File: config.mk
export PLATFORM = sky130hd
export DESIGN_NAME = amb_window
export DESIGN_NICKNAME = d
export VERILOG_FILES = /design/src/hdl/amb_pkg.sv /design/src/hdl/amb_msg_ram.sv /design/src/hdl/amb_field_access.sv /design/src/hdl/amb_window.sv
export SDC_FILE = /design/constraint.sdc
export NUM_CORES = 2
export LEC_CHECK = 0
export ABC_AREA = 1
export BUFFER_PORTS_ARGS = -buffer_cell sky130_fd_sc_hd__buf_2
export CAP_MARGIN = 0
export CORE_MARGIN = 8
export CORE_UTILIZATION = 62
export DETAILED_ROUTE_END_ITERATION = 10
export PLACE_DENSITY = 0.79
export REMOVE_ABC_BUFFERS = 1
export SYNTH_ARGS = -nofsm -noshare
export SYNTH_HDL_FRONTEND = slang
export SYNTH_SLANG_ARGS = --single-unit
export TNS_END_PERCENT = 50
File: constraint.sdc
create_clock -name aclk -period 11.87 [get_ports aclk]
set_clock_uncertainty 0.05 [all_clocks]
set_input_delay 0.5935 -clock aclk [delete_from_list [all_inputs] [get_ports aclk]]
set_output_delay 0.5935 -clock aclk [all_outputs]
set_load 0.02 [all_outputs]
File: src/hdl/amb_pkg.sv
// shared constants and types for the active message buffer window
package amb_pkg;

    // ==========
    // buffer geometry
    localparam int AMB_NUM_BUF = 4;
    localparam int AMB_BUF_IDX_W = 2;
    localparam logic [6:0] AMB_BUF_WORDS = 7'h14;
    localparam int AMB_MEM_DEPTH = AMB_NUM_BUF * int'(AMB_BUF_WORDS);
    localparam int AMB_MEM_AW = 7;
    localparam int AMB_MAX_PAYLOAD_BYTES = 32;
    localparam int AMB_BYTES_PER_WORD = 2;
    localparam logic [6:0] AMB_MAX_PAYLOAD_WORDS =
        7'(AMB_MAX_PAYLOAD_BYTES / AMB_BYTES_PER_WORD);

    // ==========
    // word positions inside one buffer
    localparam logic [4:0] AMB_W_FRAME_ID = 5'h00;
    localparam logic [4:0] AMB_W_CYC_LEN = 5'h01;
    localparam logic [4:0] AMB_W_HDR_CHK = 5'h02;
    localparam logic [4:0] AMB_W_DATA0 = 5'h03;
    localparam logic [4:0] AMB_W_DATA15 = 5'h12;
    localparam logic [4:0] AMB_W_SLOT = 5'h13;

    // ==========
    // field layouts
    localparam int AMB_RES_FLAG_BIT = 15;
    localparam int AMB_PP_BIT = 14;
    localparam int AMB_NFI_BIT = 13;
    localparam int AMB_SYNC_BIT = 12;
    localparam int AMB_STARTUP_BIT = 11;
    localparam logic [15:0] AMB_FID_MASK = 16'h07FF;
    localparam logic [15:0] AMB_CYC_MASK = 16'h3F00;
    localparam logic [15:0] AMB_LEN_MASK = 16'h007F;
    localparam logic [15:0] AMB_HCRC_MASK = 16'h07FF;
    localparam logic [15:0] AMB_SLOT_MASK = 16'h01FF;

    // ==========
    // register byte offsets outside the window
    localparam logic [7:0] AMB_OFS_CTRL = 8'h80;
    localparam logic [7:0] AMB_OFS_LOCK = 8'h84;
    localparam logic [7:0] AMB_OFS_ISTAT = 8'h88;
    localparam logic [7:0] AMB_OFS_IMASK = 8'h8C;
    localparam logic [7:0] AMB_OFS_BUFCFG = 8'h90;
    localparam int AMB_LOCK_REQ_BIT = 8;
    localparam int AMB_CFG_DYN_BIT = 2;
    localparam int AMB_CFG_CCOWN_BIT = 3;

    // ==========
    // reset values
    localparam logic AMB_CTRL_CFG_RST = 1'b1;
    localparam logic [3:0] AMB_BUFCFG_RST = 4'h0;
    localparam logic [2:0] AMB_IMASK_RST = 3'h0;

    // ==========
    // interrupt bits
    localparam int AMB_IRQ_W = 3;
    localparam int AMB_IRQ_LOCK = 0;
    localparam int AMB_IRQ_ACCESS = 1;
    localparam int AMB_IRQ_LEN = 2;

    // ==========
    // bus answers
    localparam logic [1:0] AMB_RESP_OKAY = 2'h0;
    localparam logic [1:0] AMB_RESP_SLVERR = 2'h2;
    localparam logic [1:0] AMB_RESP_DECERR = 2'h3;

    typedef enum logic [1:0] {
        AMB_KIND_RX = 2'h0,
        AMB_KIND_TX = 2'h1,
        AMB_KIND_FIFO = 2'h2
    } amb_kind_t;

    typedef enum logic [2:0] {
        AMB_ST_IDLE = 3'h0,
        AMB_ST_RRD = 3'h1,
        AMB_ST_RDAT = 3'h3,
        AMB_ST_RRESP = 3'h2,
        AMB_ST_WRD = 3'h6,
        AMB_ST_WMRG = 3'h7,
        AMB_ST_BRESP = 3'h5
    } amb_state_t;

endpackage

File: src/hdl/amb_msg_ram.sv
// buffer word storage with one write port and a registered read port
`timescale 1ns/1ps
module amb_msg_ram
    import amb_pkg::*;
(
    input wire logic aclk,
    input wire logic we,
    input wire logic [AMB_MEM_AW-1:0] waddr,
    input wire logic [15:0] wdata,
    input wire logic [AMB_MEM_AW-1:0] raddr,
    output logic [15:0] rdata
);

    logic [15:0] mem [AMB_MEM_DEPTH];

    // ==========================================================
    // storage has no reset; contents are set up by software
    always_ff @(posedge aclk)
    begin
        if (we)
        begin
            mem[waddr] <= wdata;
        end
        rdata <= mem[raddr];
    end

endmodule

File: src/hdl/amb_field_access.sv
// per-word host read and write masks of the active window
`timescale 1ns/1ps
module amb_field_access
    import amb_pkg::*;
(
    input wire logic [4:0] word,
    input wire amb_kind_t kind,
    input wire logic dynamic,
    input wire logic config_state,
    output logic [15:0] wr_mask,
    output logic [15:0] rd_mask
);

    logic is_tx;
    logic tx_policy_ok;

    assign is_tx = (kind == AMB_KIND_TX);
    assign tx_policy_ok = config_state || dynamic;

    always_comb
    begin
        rd_mask = 16'hFFFF;
        wr_mask = 16'h0000;
        case (word)
            AMB_W_FRAME_ID:
            begin
                if (is_tx)
                begin
                    // flag bits 13..11 are unused for transmit and stay read-only
                    wr_mask[AMB_RES_FLAG_BIT] = 1'b1;
                    if (tx_policy_ok)
                    begin
                        wr_mask = wr_mask | AMB_FID_MASK;
                        wr_mask[AMB_PP_BIT] = 1'b1;
                    end
                end
                else if (config_state)
                begin
                    wr_mask = AMB_FID_MASK;
                end
            end
            AMB_W_CYC_LEN:
            begin
                rd_mask = AMB_CYC_MASK | AMB_LEN_MASK;
                if (is_tx && tx_policy_ok)
                begin
                    wr_mask = AMB_LEN_MASK;
                end
            end
            AMB_W_HDR_CHK:
            begin
                rd_mask = AMB_HCRC_MASK;
                if (is_tx && tx_policy_ok)
                begin
                    wr_mask = AMB_HCRC_MASK;
                end
            end
            AMB_W_SLOT:
            begin
                rd_mask = AMB_SLOT_MASK;
            end
            default:
            begin
                if (word >= AMB_W_DATA0 && word <= AMB_W_DATA15)
                begin
                    wr_mask = is_tx ? 16'hFFFF : 16'h0000;
                end
                else
                begin
                    rd_mask = 16'h0000;
                end
            end
        endcase
    end

endmodule

File: src/hdl/amb_window.sv
// active message buffer window: AXI4-Lite slave, buffer storage, access rights
`timescale 1ns/1ps
module amb_window
    import amb_pkg::*;
(
    input wire logic aclk,
    input wire logic aresetn,
    input wire logic [7:0] s_axi_awaddr,
    input wire logic s_axi_awvalid,
    output logic s_axi_awready,
    input wire logic [31:0] s_axi_wdata,
    input wire logic [3:0] s_axi_wstrb,
    input wire logic s_axi_wvalid,
    output logic s_axi_wready,
    output logic [1:0] s_axi_bresp,
    output logic s_axi_bvalid,
    input wire logic s_axi_bready,
    input wire logic [7:0] s_axi_araddr,
    input wire logic s_axi_arvalid,
    output logic s_axi_arready,
    output logic [31:0] s_axi_rdata,
    output logic [1:0] s_axi_rresp,
    output logic s_axi_rvalid,
    input wire logic s_axi_rready,
    input wire logic cc_wr_en,
    input wire logic [AMB_BUF_IDX_W-1:0] cc_wr_buf,
    input wire logic [4:0] cc_wr_word,
    input wire logic [15:0] cc_wr_data,
    output logic cc_config_state,
    output logic cc_host_locked,
    output logic [AMB_BUF_IDX_W-1:0] cc_host_buf,
    output logic irq
);

    // ==========
    // state and registers
    amb_state_t state_r;
    amb_state_t state_nxt;
    logic aw_have_r;
    logic w_have_r;
    logic [7:0] aw_addr_r;
    logic [15:0] w_data_r;
    logic [1:0] w_strb_r;
    logic [7:0] addr_r;
    logic [1:0] resp_r;
    logic [15:0] rdata_r;
    logic cfg_state_r;
    logic locked_r;
    logic [AMB_BUF_IDX_W-1:0] active_r;
    logic [3:0] buf_cfg_r [AMB_NUM_BUF];
    logic [AMB_IRQ_W-1:0] irq_stat_r;
    logic [AMB_IRQ_W-1:0] irq_mask_r;

    // ==========
    // address decode
    logic [4:0] word_idx;
    logic win_hit;
    logic is_ctrl;
    logic is_lock;
    logic is_istat;
    logic is_imask;
    logic is_bufcfg;
    logic [AMB_BUF_IDX_W-1:0] cfg_sel;
    logic reg_hit;

    assign word_idx = addr_r[6:2];
    assign win_hit = !addr_r[7] && (word_idx <= AMB_W_SLOT);
    assign is_ctrl = (addr_r == AMB_OFS_CTRL);
    assign is_lock = (addr_r == AMB_OFS_LOCK);
    assign is_istat = (addr_r == AMB_OFS_ISTAT);
    assign is_imask = (addr_r == AMB_OFS_IMASK);
    assign cfg_sel = addr_r[2+AMB_BUF_IDX_W-1:2];
    assign is_bufcfg = (addr_r[7:4] == AMB_OFS_BUFCFG[7:4]) && (addr_r[1:0] == 2'h0);
    assign reg_hit = is_ctrl || is_lock || is_istat || is_imask || is_bufcfg;

    // ==========
    // active buffer properties
    amb_kind_t act_kind;
    logic act_dyn;
    logic act_ccown;
    logic act_ok;

    assign act_kind = amb_kind_t'(buf_cfg_r[active_r][1:0]);
    assign act_dyn = buf_cfg_r[active_r][AMB_CFG_DYN_BIT];
    assign act_ccown = buf_cfg_r[active_r][AMB_CFG_CCOWN_BIT];
    // a later reconfiguration can still mark a locked buffer as controller-owned
    assign act_ok = locked_r && !(act_kind == AMB_KIND_TX && act_ccown);

    // ==========
    // storage and field rights
    logic [AMB_MEM_AW-1:0] host_maddr;
    logic [AMB_MEM_AW-1:0] cc_maddr;
    logic [15:0] mem_rdata;
    logic [15:0] wr_mask;
    logic [15:0] rd_mask;
    logic [15:0] strb_mask;
    logic [15:0] eff_mask;
    logic [15:0] merged;
    logic mem_we;
    logic [AMB_MEM_AW-1:0] mem_waddr;
    logic [15:0] mem_wdata;
    logic host_we;
    logic cc_clash;
    logic len_bad;

    assign host_maddr = AMB_MEM_AW'(active_r) * AMB_BUF_WORDS + AMB_MEM_AW'(word_idx);
    assign cc_maddr = AMB_MEM_AW'(cc_wr_buf) * AMB_BUF_WORDS + AMB_MEM_AW'(cc_wr_word);

    amb_field_access u_access (
        .word(word_idx),
        .kind(act_kind),
        .dynamic(act_dyn),
        .config_state(cfg_state_r),
        .wr_mask(wr_mask),
        .rd_mask(rd_mask)
    );

    assign strb_mask = {{8{w_strb_r[1]}}, {8{w_strb_r[0]}}};
    assign eff_mask = wr_mask & strb_mask;
    // byte 2n lands in the low lane, byte 2n+1 in the high lane
    assign merged = (mem_rdata & ~eff_mask) | (w_data_r & eff_mask);
    // length is in two-byte words, so 32 bytes caps it at 16
    assign len_bad = (act_kind == AMB_KIND_TX) && (word_idx == AMB_W_CYC_LEN)
        && ((merged & AMB_LEN_MASK) > {9'h000, AMB_MAX_PAYLOAD_WORDS});

    // the controller wins the port; a clash on the same word redoes the merge
    assign cc_clash = cc_wr_en && (cc_maddr == host_maddr);
    assign host_we = (state_r == AMB_ST_WMRG) && !cc_wr_en && !len_bad;
    assign mem_we = cc_wr_en || host_we;
    assign mem_waddr = cc_wr_en ? cc_maddr : host_maddr;
    assign mem_wdata = cc_wr_en ? cc_wr_data : merged;

    amb_msg_ram u_ram (
        .aclk(aclk),
        .we(mem_we),
        .waddr(mem_waddr),
        .wdata(mem_wdata),
        .raddr(host_maddr),
        .rdata(mem_rdata)
    );

    // ==========
    // register write decode (taken in the first write state)
    logic reg_wr;
    logic lock_wr;
    logic lock_req;
    logic [AMB_BUF_IDX_W-1:0] lock_idx;
    logic lock_refuse;
    logic cfg_wr;

    assign reg_wr = (state_r == AMB_ST_WRD) && reg_hit && w_strb_r[0];
    assign lock_wr = reg_wr && is_lock && w_strb_r[1];
    assign lock_req = w_data_r[AMB_LOCK_REQ_BIT];
    assign lock_idx = w_data_r[AMB_BUF_IDX_W-1:0];
    assign lock_refuse = lock_wr && lock_req
        && (buf_cfg_r[lock_idx][1:0] == AMB_KIND_TX)
        && buf_cfg_r[lock_idx][AMB_CFG_CCOWN_BIT];
    // buffer setup belongs to the config-only write class
    assign cfg_wr = reg_wr && is_bufcfg && cfg_state_r;

    // ==========
    // events and interrupt
    logic [AMB_IRQ_W-1:0] ev;
    logic [AMB_IRQ_W-1:0] irq_clr;
    logic win_deny_wr;
    logic win_deny_rd;

    assign win_deny_wr = (state_r == AMB_ST_WRD) && win_hit && !act_ok;
    assign win_deny_rd = (state_r == AMB_ST_RDAT) && win_hit && !act_ok;
    assign ev[AMB_IRQ_LOCK] = lock_refuse;
    assign ev[AMB_IRQ_ACCESS] = win_deny_wr || win_deny_rd;
    assign ev[AMB_IRQ_LEN] = (state_r == AMB_ST_WMRG) && len_bad;
    assign irq_clr = ((state_r == AMB_ST_RDAT) && is_istat) ? irq_stat_r : '0;
    assign irq = |(irq_stat_r & irq_mask_r);

    // ==========
    // read data selection
    logic [15:0] rd_sel;
    logic [1:0] rd_resp;

    always_comb
    begin
        rd_sel = 16'h0000;
        rd_resp = AMB_RESP_OKAY;
        if (win_hit)
        begin
            if (act_ok)
            begin
                // reserved bits read as zero whatever the storage holds
                rd_sel = mem_rdata & rd_mask;
            end
            else
            begin
                rd_resp = AMB_RESP_SLVERR;
            end
        end
        else if (is_ctrl)
        begin
            rd_sel = {15'h0000, cfg_state_r};
        end
        else if (is_lock)
        begin
            rd_sel = {7'h00, locked_r, 6'h00, active_r};
        end
        else if (is_istat)
        begin
            rd_sel = {13'h0000, irq_stat_r};
        end
        else if (is_imask)
        begin
            rd_sel = {13'h0000, irq_mask_r};
        end
        else if (is_bufcfg)
        begin
            rd_sel = {12'h000, buf_cfg_r[cfg_sel]};
        end
        else
        begin
            rd_resp = AMB_RESP_DECERR;
        end
    end

    // ==========
    // transaction sequencer
    logic wr_go;

    assign wr_go = aw_have_r && w_have_r;
    assign s_axi_awready = !aw_have_r;
    assign s_axi_wready = !w_have_r;
    assign s_axi_arready = (state_r == AMB_ST_IDLE) && !wr_go;
    assign s_axi_bvalid = (state_r == AMB_ST_BRESP);
    assign s_axi_rvalid = (state_r == AMB_ST_RRESP);
    assign s_axi_bresp = resp_r;
    assign s_axi_rresp = resp_r;
    assign s_axi_rdata = {16'h0000, rdata_r};

    always_comb
    begin
        state_nxt = state_r;
        case (state_r)
            AMB_ST_IDLE:
            begin
                if (wr_go)
                begin
                    state_nxt = AMB_ST_WRD;
                end
                else if (s_axi_arvalid)
                begin
                    state_nxt = AMB_ST_RRD;
                end
            end
            AMB_ST_RRD:
            begin
                state_nxt = AMB_ST_RDAT;
            end
            AMB_ST_RDAT:
            begin
                state_nxt = AMB_ST_RRESP;
            end
            AMB_ST_RRESP:
            begin
                if (s_axi_rready)
                begin
                    state_nxt = AMB_ST_IDLE;
                end
            end
            AMB_ST_WRD:
            begin
                state_nxt = (win_hit && act_ok) ? AMB_ST_WMRG : AMB_ST_BRESP;
            end
            AMB_ST_WMRG:
            begin
                if (cc_clash)
                begin
                    state_nxt = AMB_ST_WRD;
                end
                else if (!cc_wr_en)
                begin
                    state_nxt = AMB_ST_BRESP;
                end
            end
            AMB_ST_BRESP:
            begin
                if (s_axi_bready)
                begin
                    state_nxt = AMB_ST_IDLE;
                end
            end
            default:
            begin
                state_nxt = AMB_ST_IDLE;
            end
        endcase
    end

    // ==========
    // write response code, set in the first write state; a length error in the merge state turns it to SLVERR
    logic [1:0] wr_resp;

    assign wr_resp = win_hit ? (act_ok ? AMB_RESP_OKAY : AMB_RESP_SLVERR)
        : (reg_hit ? (lock_refuse ? AMB_RESP_SLVERR : AMB_RESP_OKAY) : AMB_RESP_DECERR);

    // ==========
    // bus capture registers
    always_ff @(posedge aclk)
    begin
        if (!aresetn)
        begin
            state_r <= AMB_ST_IDLE;
            aw_have_r <= 1'b0;
            w_have_r <= 1'b0;
            aw_addr_r <= 8'h00;
            w_data_r <= 16'h0000;
            w_strb_r <= 2'h0;
            addr_r <= 8'h00;
        end
        else
        begin
            state_r <= state_nxt;
            if (s_axi_awvalid && s_axi_awready)
            begin
                aw_have_r <= 1'b1;
                aw_addr_r <= {s_axi_awaddr[7:2], 2'h0};
            end
            else if (s_axi_bvalid && s_axi_bready)
            begin
                aw_have_r <= 1'b0;
            end
            if (s_axi_wvalid && s_axi_wready)
            begin
                w_have_r <= 1'b1;
                w_data_r <= s_axi_wdata[15:0];
                w_strb_r <= s_axi_wstrb[1:0];
            end
            else if (s_axi_bvalid && s_axi_bready)
            begin
                w_have_r <= 1'b0;
            end
            if (state_r == AMB_ST_IDLE && wr_go)
            begin
                addr_r <= aw_addr_r;
            end
            else if (s_axi_arvalid && s_axi_arready)
            begin
                addr_r <= {s_axi_araddr[7:2], 2'h0};
            end
        end
    end

    // ==========
    // answer registers
    always_ff @(posedge aclk)
    begin
        if (!aresetn)
        begin
            resp_r <= AMB_RESP_OKAY;
            rdata_r <= 16'h0000;
        end
        else if (state_r == AMB_ST_RDAT)
        begin
            resp_r <= rd_resp;
            rdata_r <= rd_sel;
        end
        else if (state_r == AMB_ST_WRD)
        begin
            resp_r <= wr_resp;
        end
        else if (state_r == AMB_ST_WMRG && len_bad)
        begin
            resp_r <= AMB_RESP_SLVERR;
        end
    end

    // ==========
    // control registers
    always_ff @(posedge aclk)
    begin
        if (!aresetn)
        begin
            cfg_state_r <= AMB_CTRL_CFG_RST;
            locked_r <= 1'b0;
            active_r <= '0;
            irq_mask_r <= AMB_IMASK_RST;
            irq_stat_r <= '0;
        end
        else
        begin
            if (reg_wr && is_ctrl)
            begin
                cfg_state_r <= w_data_r[0];
            end
            if (reg_wr && is_imask)
            begin
                irq_mask_r <= w_data_r[AMB_IRQ_W-1:0];
            end
            if (lock_wr)
            begin
                locked_r <= lock_req && !lock_refuse;
                active_r <= lock_idx;
            end
            // a new event wins over a read-clear in the same cycle
            irq_stat_r <= (irq_stat_r & ~irq_clr) | ev;
        end
    end

    // ==========
    // per-buffer configuration
    always_ff @(posedge aclk)
    begin
        if (!aresetn)
        begin
            for (int i = 0; i < AMB_NUM_BUF; i++)
            begin
                buf_cfg_r[i] <= AMB_BUFCFG_RST;
            end
        end
        else if (cfg_wr)
        begin
            buf_cfg_r[cfg_sel] <= w_data_r[3:0];
        end
    end

    assign cc_config_state = cfg_state_r;
    assign cc_host_locked = locked_r;
    assign cc_host_buf = active_r;

endmodule

Yosys cells after proc, flatten, opt, wreduce, memory -nomap -nowiden:

Memories as Yosys holds them, arrays and structs flattened. A register that Yosys moved wholly into a read port is not among the register bits.
Cells that the tools add are included.

* reduce and logical (&&, ||, !) cells: 63
* bitwise logic cells: 10
* eq/ne operators: 21
* add/sub/neg operators: 2
* magnitude comparators: 4
* multiply operators: 2
* multiplexer cells: 61

Operators by type and width (count)
* case mux 16 bit (4 select lines): 2
* two-way mux 16 bit: 7
* AND 16 bit: 4
* two-way mux 2 bit: 21
* logical AND 1 bit: 37
* == test 8 bit (second input constant): 4
* two-way mux 11 bit: 2
* two-way mux 3 bit: 7
* case mux 3 bit (7 select lines): 1
* two-way mux 9 bit: 2
* two-way mux 4 bit: 4
* two-way mux 8 bit: 2
* inverter 16 bit: 1
* OR 16 bit: 1
* two-way mux 15 bit: 1
* adder 7 x 5 -> 7 bit: 2
* two-way mux 7 bit: 2
* <= comparator 5 bit (second input constant): 2
* multiplier 2 x 3 -> 5 bit (second input constant): 2
* two-way mux 1 bit: 10
* == test 3 bit (second input constant): 3
* logical NOT 1 bit: 9
* == test 7 bit: 1
* greater-than comparator 7 x 5 -> 1 bit (second input constant): 1
* 22 further kinds: 35

* memories: 2
* input port bits: 83
* word-level logic and storage cells: 179
* output and inout bits: 46
* register bits: 65
* memory bits (writable): 1296

Memory list
* u_ram.mem: depth 80, width 16, read ports 1, clocked after Yosys merged registers in 1, write ports 1, line amb_msg_ram.sv:14 `logic [15:0] mem [AMB_MEM_DEPTH];`
* buf_cfg_r: depth 4, width 4, read ports 3, clocked after Yosys merged registers in 3, write ports 4, line amb_window.sv:50 `logic [3:0] buf_cfg_r [AMB_NUM_BUF];`

Logic depth before layout (Yosys ltp):

* depth after elaboration: 17
* depth in mapped cells: 21
* mapped depth without buffers: 20

Modules after synthesis:

A second synthesis with hierarchy kept.

* cells, all modules: 5014
* area total of the unflattened synthesis: 57139.8 um2

By module, submodules not included
* amb_msg_ram: area each 51876.0 um2, times used 1, cells an instance 4240
* amb_window: area each 4860.9 um2, times used 1, cells an instance 704
* amb_field_access: area each 402.9 um2, times used 1, cells an instance 70

Worst setup path before layout:

OpenSTA, ideal clock, no wires.

* kind: register to register
* start point: register addr_r[3]
* end point: memory u_ram.mem[0][4], data pin
* period minus slack after synthesis: 5.463 ns
* cell stages (with the launch flop): 12
* setup time: 0.825 ns
* path slack: 6.407 ns
* data arrival time: 4.588 ns
* cell sequence: dfxtp_1 buf_4 nand2_2 nor3_4 nand2_1 nand2_1 inv_2 a21oi_4 nand2_4 nand2_4 o21ai_1 o21ai_0

* word-level cells in the longest chain between the ends: 9
* elaborated cells on any way between the ends: 15
* classes of those cells: order compare (2); eq/ne (3); mux (3); bitwise (5); reduce/logical (2)

RTL lines
* start, declared: line amb_window.sv:44 `logic [7:0] addr_r;`
* start signal, assigned: line amb_window.sv:341 `addr_r <= aw_addr_r;`
* start signal, assigned: line amb_window.sv:345 `addr_r <= {s_axi_araddr[7:2], 2'h0};`
* greater-or-equal comparator 5 x 2 -> 1 bit or <= comparator 5 bit (tied branches): line amb_field_access.sv:64 `if (word >= AMB_W_DATA0 && word <= AMB_W_DATA15)`
* logical AND 1 bit: line amb_field_access.sv:64
* two-way mux 16 bit: line amb_field_access.sv:64
* case mux 16 bit (4 select lines) (*): line amb_field_access.sv:24 `case (word)`
* AND 16 bit (*): line amb_window.sv:119 `assign eff_mask = wr_mask & strb_mask;`
* inverter 16 bit: line amb_window.sv:121 `assign merged = (mem_rdata & ~eff_mask) | (w_data_r & eff_mask);`
* AND 16 bit: line amb_window.sv:121
* OR 16 bit (*): line amb_window.sv:121
* two-way mux 16 bit (*): line amb_window.sv:131 `assign mem_wdata = cc_wr_en ? cc_wr_data : merged;`
* named net mem_wdata[4]: line amb_window.sv:101 `logic [15:0] mem_wdata;`
* end, declared: line amb_msg_ram.sv:14

The timed path passes the listed nets; every way through them passes the cells marked *.

Worst setup path in the final report:

* start point: register addr_r[3]
* end point: memory u_ram.mem[70][4] (enable)

* word-level cells in the longest chain between the ends: 15
* elaborated cells on any way between the ends: 24
* classes of those cells: add/sub (1); order compare (3); eq/ne (3); mux (5); bitwise (5); reduce/logical (7)

RTL lines
* greater-or-equal comparator 5 x 2 -> 1 bit or <= comparator 5 bit (tied branches): line amb_field_access.sv:64
* logical AND 1 bit: line amb_field_access.sv:64
* two-way mux 16 bit: line amb_field_access.sv:64
* case mux 16 bit (4 select lines): line amb_field_access.sv:24
* AND 16 bit: line amb_window.sv:119
* inverter 16 bit: line amb_window.sv:121
* AND 16 bit: line amb_window.sv:121
* OR 16 bit: line amb_window.sv:121
* greater-than comparator 7 x 5 -> 1 bit: line amb_window.sv:124 `&& ((merged & AMB_LEN_MASK) > {9'h000, AMB_MAX_PAYLOAD_WORDS});`
* logical AND 1 bit: line amb_window.sv:124
* logical NOT 1 bit: line amb_window.sv:128 `assign host_we = (state_r == AMB_ST_WMRG) && !cc_wr_en && !len_bad;`
* logical AND 1 bit: line amb_window.sv:128
* logical OR 1 bit: line amb_window.sv:129 `assign mem_we = cc_wr_en || host_we;`
* two-way mux 1 bit: line amb_msg_ram.sv:20 `if (we)`
* two-way mux 1 bit (implied by the code): line amb_msg_ram.sv:22 `mem[waddr] <= wdata;`

Parallel ways exist; a longest one is shown, timed or not.

==> impl_results.md <==
* Status: complete, no violations
* Grt ovf at 0
* Critical Path RT at 12.26 ns
* Layout cells sized above 1 at 11.4%
* Reg clk slew, reported paths at 0.06 ns
* HP Class: input pin to register
* Area after DPL at 54900 um2
* Reg-to-reg slack, setup at 6.96 ns
* Clock sinks at 1381
* Sequential area share after synthesis at 77.0%
* Syn avg cell area at 14.7 um2
* CP Max Fanout at 11
* CTS tree: done
* Crit. End Element: register
* R2R Path Start: addr_r[3]$_SDFFE_PN0N_
* Site Rows at 107
* Num CTS Buffers at 132
* Endpoints failing hold at 0
* Largest net degree at the start of global routing at 151
* HP Start: s_axi_wdata[8]
* Post-DP HPWL at 75.7 mm
* Ports at 129
* Max clock buf depth at 3
* Die width at 308 um
* Fill count at 5162
* Cells after Synth at 3579
* Vias in the first global route at 32400
* Fin Hold WS at 0.0671 ns
* Routability congestion estimate at 0.929
* Register bit total from synthesis at 1381
* Gr usage total at 28.7%
* Final ANT Viol Nets at 0
* Fmax achieved at 0.204 GHz
* EDFF count, synth at 1296
* Fin area at 59000 um2
* Chip Height at 308 um
* CTS Root Cell: clkbuf_16
* DR WL/cell at 28.2 um
* Full die area at 94600 um2
* PD cells at 219 nW/um2
* RSZ-0062 raised after global routing: false
* Cts hold-fix bufs at 0
* Arr. time, crit path at 5.30 ns
* Clock latency on the worst-skew pair at 0.75 ns
* DR pass1 iterations at 8
* Cells on Worst Hold Path at 3
* # resized after CTS at 0
* Clock H-tree levels at 4
* Startpoint Class: register
* Max transition margin at 26.8%
* Core Region at 84700 um2
* Hold endpoint: w_data_r[8]$_SDFFE_PN0P_
* ANT cells at 0
* Initial core utilization at 62.2%
* DRT iter0 DRCs at 5462
* Synth cell types at 49
* Vias/cell at 6.88
* Final #Nets at 3786
* Slew Viols, Final at 0
* R2R depth at 17
* Final min period at 4.91 ns
* Lkg Pwr at 19.1 nW
* Worst r2r dst: u_ram.mem[70][4]$_DFFE_PP_
* Synth warn at 0
* Number of setup buffers added after CTS at 0
* Max-cap violation count at 0
* Period utilization at 41.4%
* Final setup fails at 0
* First-pass GRT wire length at 202 mm
* Initial antenna violation count at 0
* Post-synthesis cell area at 52700 um2
* Port-buffer cells at 90
* Top_reg_cell synth: edfxtp_1
* Crit Path Category: register to register
* Area delta synth->final at 11.9%
* VDD IR max at 0.156 mV
* Via count at 34000
* Worst-Margin Slew at 1.08 ns
* Asr flop ratio synth at 0%
* Total wire length at 139 mm
* DR DRC count at 0
per-stage QoR:
step	utilization (%)	TNS, ns	power, W	setup slack [ns]	instances
final	69.6	0	0.0129	6.96	4938
after CTS	69.6	0	0.0129	6.97	4938
after global routing	69.6	0	0.0133	6.52	4938
after global placement	64.8	0	0.00881	7.10	4705
after floorplan	-	-1.09	0.00792	-0.161	3349
after detailed placement	64.8	0	0.00889	6.98	4705
Yosys cell counts (14+ instances only):
cell type	number	area [um2]
inv_1	91	342
nand2_1	323	1210
o211ai_1	14	105
a32oi_1	22	193
a31oi_1	111	694
nand4_1	41	257
buf_1	25	93.8
edfxtp_1	1296	38900
o21ai_0	114	571
dfxtp_1	85	1700
clkbuf_1	198	743
nand3_1	292	1460
a22oi_1	569	4270
nor2_1	198	743
a21oi_1	56	280
a221oi_1	19	166
buf_4	19	143
logic make-up after synthesis:
kind of cell	count (synthesis)	share of synthesized area (%)
flip-flops	1381	77.0
AO/OA/AOI/OAI	947	12.6
AND/OR/NAND/NOR	891	7.45
buffers and inverters	345	2.61
adder cells (fa/ha/maj)	8	0.218
XOR/XNOR	6	0.0996
other	1	0.00711
where the power goes:
part	total, W	internal, W	switching (W)	leakage (nW)
sequential	0.00586	0.00579	0.0000673	12.4
combinational	0.00305	0.000739	0.00231	4.67
clock	0.00402	0.00225	0.00177	2.00
routing by layer:
layer / track usage [%] / vias to the layer above / wire, um
li1: - / 14300 / -
met4: 13.6 / 0 / 6900
met1: 38.6 / 16500 / 49600
met2: 45.0 / 2779 / 64900
met5: 0 / - / 0
met3: 6.04 / 391 / 17900
registers in the layout, summed over array words and instances (netlist names), named ones only:
name and flops:
state_r 3, w_strb_r 2, cc_host_buf 2, irq_stat_r 3
aw_addr_r 6, s_axi_bresp 2, w_data_r 16, buf_cfg_r 16
addr_r 6, u_ram.mem 1280, irq_mask_r 3, u_ram.rdata 16
cc_host_locked 1, w_have_r 1, rdata_r 16, aw_have_r 1
cc_config_state 1
worst max-delay path, stage by stage, from the launching register on:
cell	delay [ns]
dfxtp_1	0.62
nand2_2	0.30
nor3_4	0.30
nand2_1	0.08
nand2_1	0.13
inv_2	0.07
a21oi_4	0.23
nand2_4	0.11
nand2_4	0.13
nand2_1	0.05
o21ai_1	0.24
nand3_1	0.19
nand3_1	0.13
nand2_1	0.13
nand2_1	0.47
nand2_2	0.41
nor2_1	0.64
buf_4	0.32
layout make-up:
type	instances	area [um2]	area share (%)
flip-flops and latches	1381	40600	68.8
multi-input cells	1868	11000	18.7
clock buffers	168	3490	5.91
well taps	1144	1430	2.43
repair buffers	212	1400	2.38
clock inverters	65	636	1.08
inverters	100	404	0.685
worst max-delay path by stage:
| stage | cells after the start | to | slack (ns) | from |
|---|---|---|---|---|
| after floorplan | 4 | buf_cfg_r[1][0]$_SDFFCE_PN0P_ | -0.16 | addr_r[2]$_SDFFE_PN0N_ |
| after global placement | 17 | u_ram.mem[71][0]$_DFFE_PP_ | 7.10 | addr_r[3]$_SDFFE_PN0N_ |
| after detailed placement | 17 | u_ram.mem[71][0]$_DFFE_PP_ | 6.98 | addr_r[3]$_SDFFE_PN0N_ |
| after CTS | 17 | u_ram.mem[71][7]$_DFFE_PP_ | 6.97 | addr_r[3]$_SDFFE_PN0N_ |
| after global routing | 17 | u_ram.mem[71][8]$_DFFE_PP_ | 6.52 | addr_r[3]$_SDFFE_PN0N_ |
| final | 17 | u_ram.mem[70][4]$_DFFE_PP_ | 6.96 | addr_r[3]$_SDFFE_PN0N_ |
placed cells by master, fill, tap and decap left out, types with 5 or more instances in the layout:
| cell | instances |
|---|---|
| nand3_1 | 292 |
| o21ai_0 | 99 |
| clkinv_2 | 15 |
| a21oi_1 | 56 |
| a221o_1 | 10 |
| nor2_1 | 196 |
| bufinv_16 | 7 |
| nand2_1 | 323 |
| ha_1 | 5 |
| o21ai_4 | 15 |
| buf_2 | 90 |
| inv_1 | 89 |
| a22oi_1 | 569 |
| conb_1 | 16 |
| a221oi_1 | 19 |
| nor3_1 | 9 |
| clkinv_8 | 7 |
| buf_4 | 119 |
| nand2_2 | 10 |
| nand4_1 | 41 |
| clkinv_1 | 31 |
| edfxtp_1 | 1296 |
| dfxtp_1 | 85 |
| a32oi_1 | 22 |
| nand3b_1 | 6 |
| a31oi_1 | 111 |
| o211ai_1 | 14 |
| a22o_1 | 7 |
| clkbuf_1 | 32 |
| o22ai_1 | 8 |
| clkbuf_16 | 133 |
No activity file was read; power rests on OpenSTA's default activity.
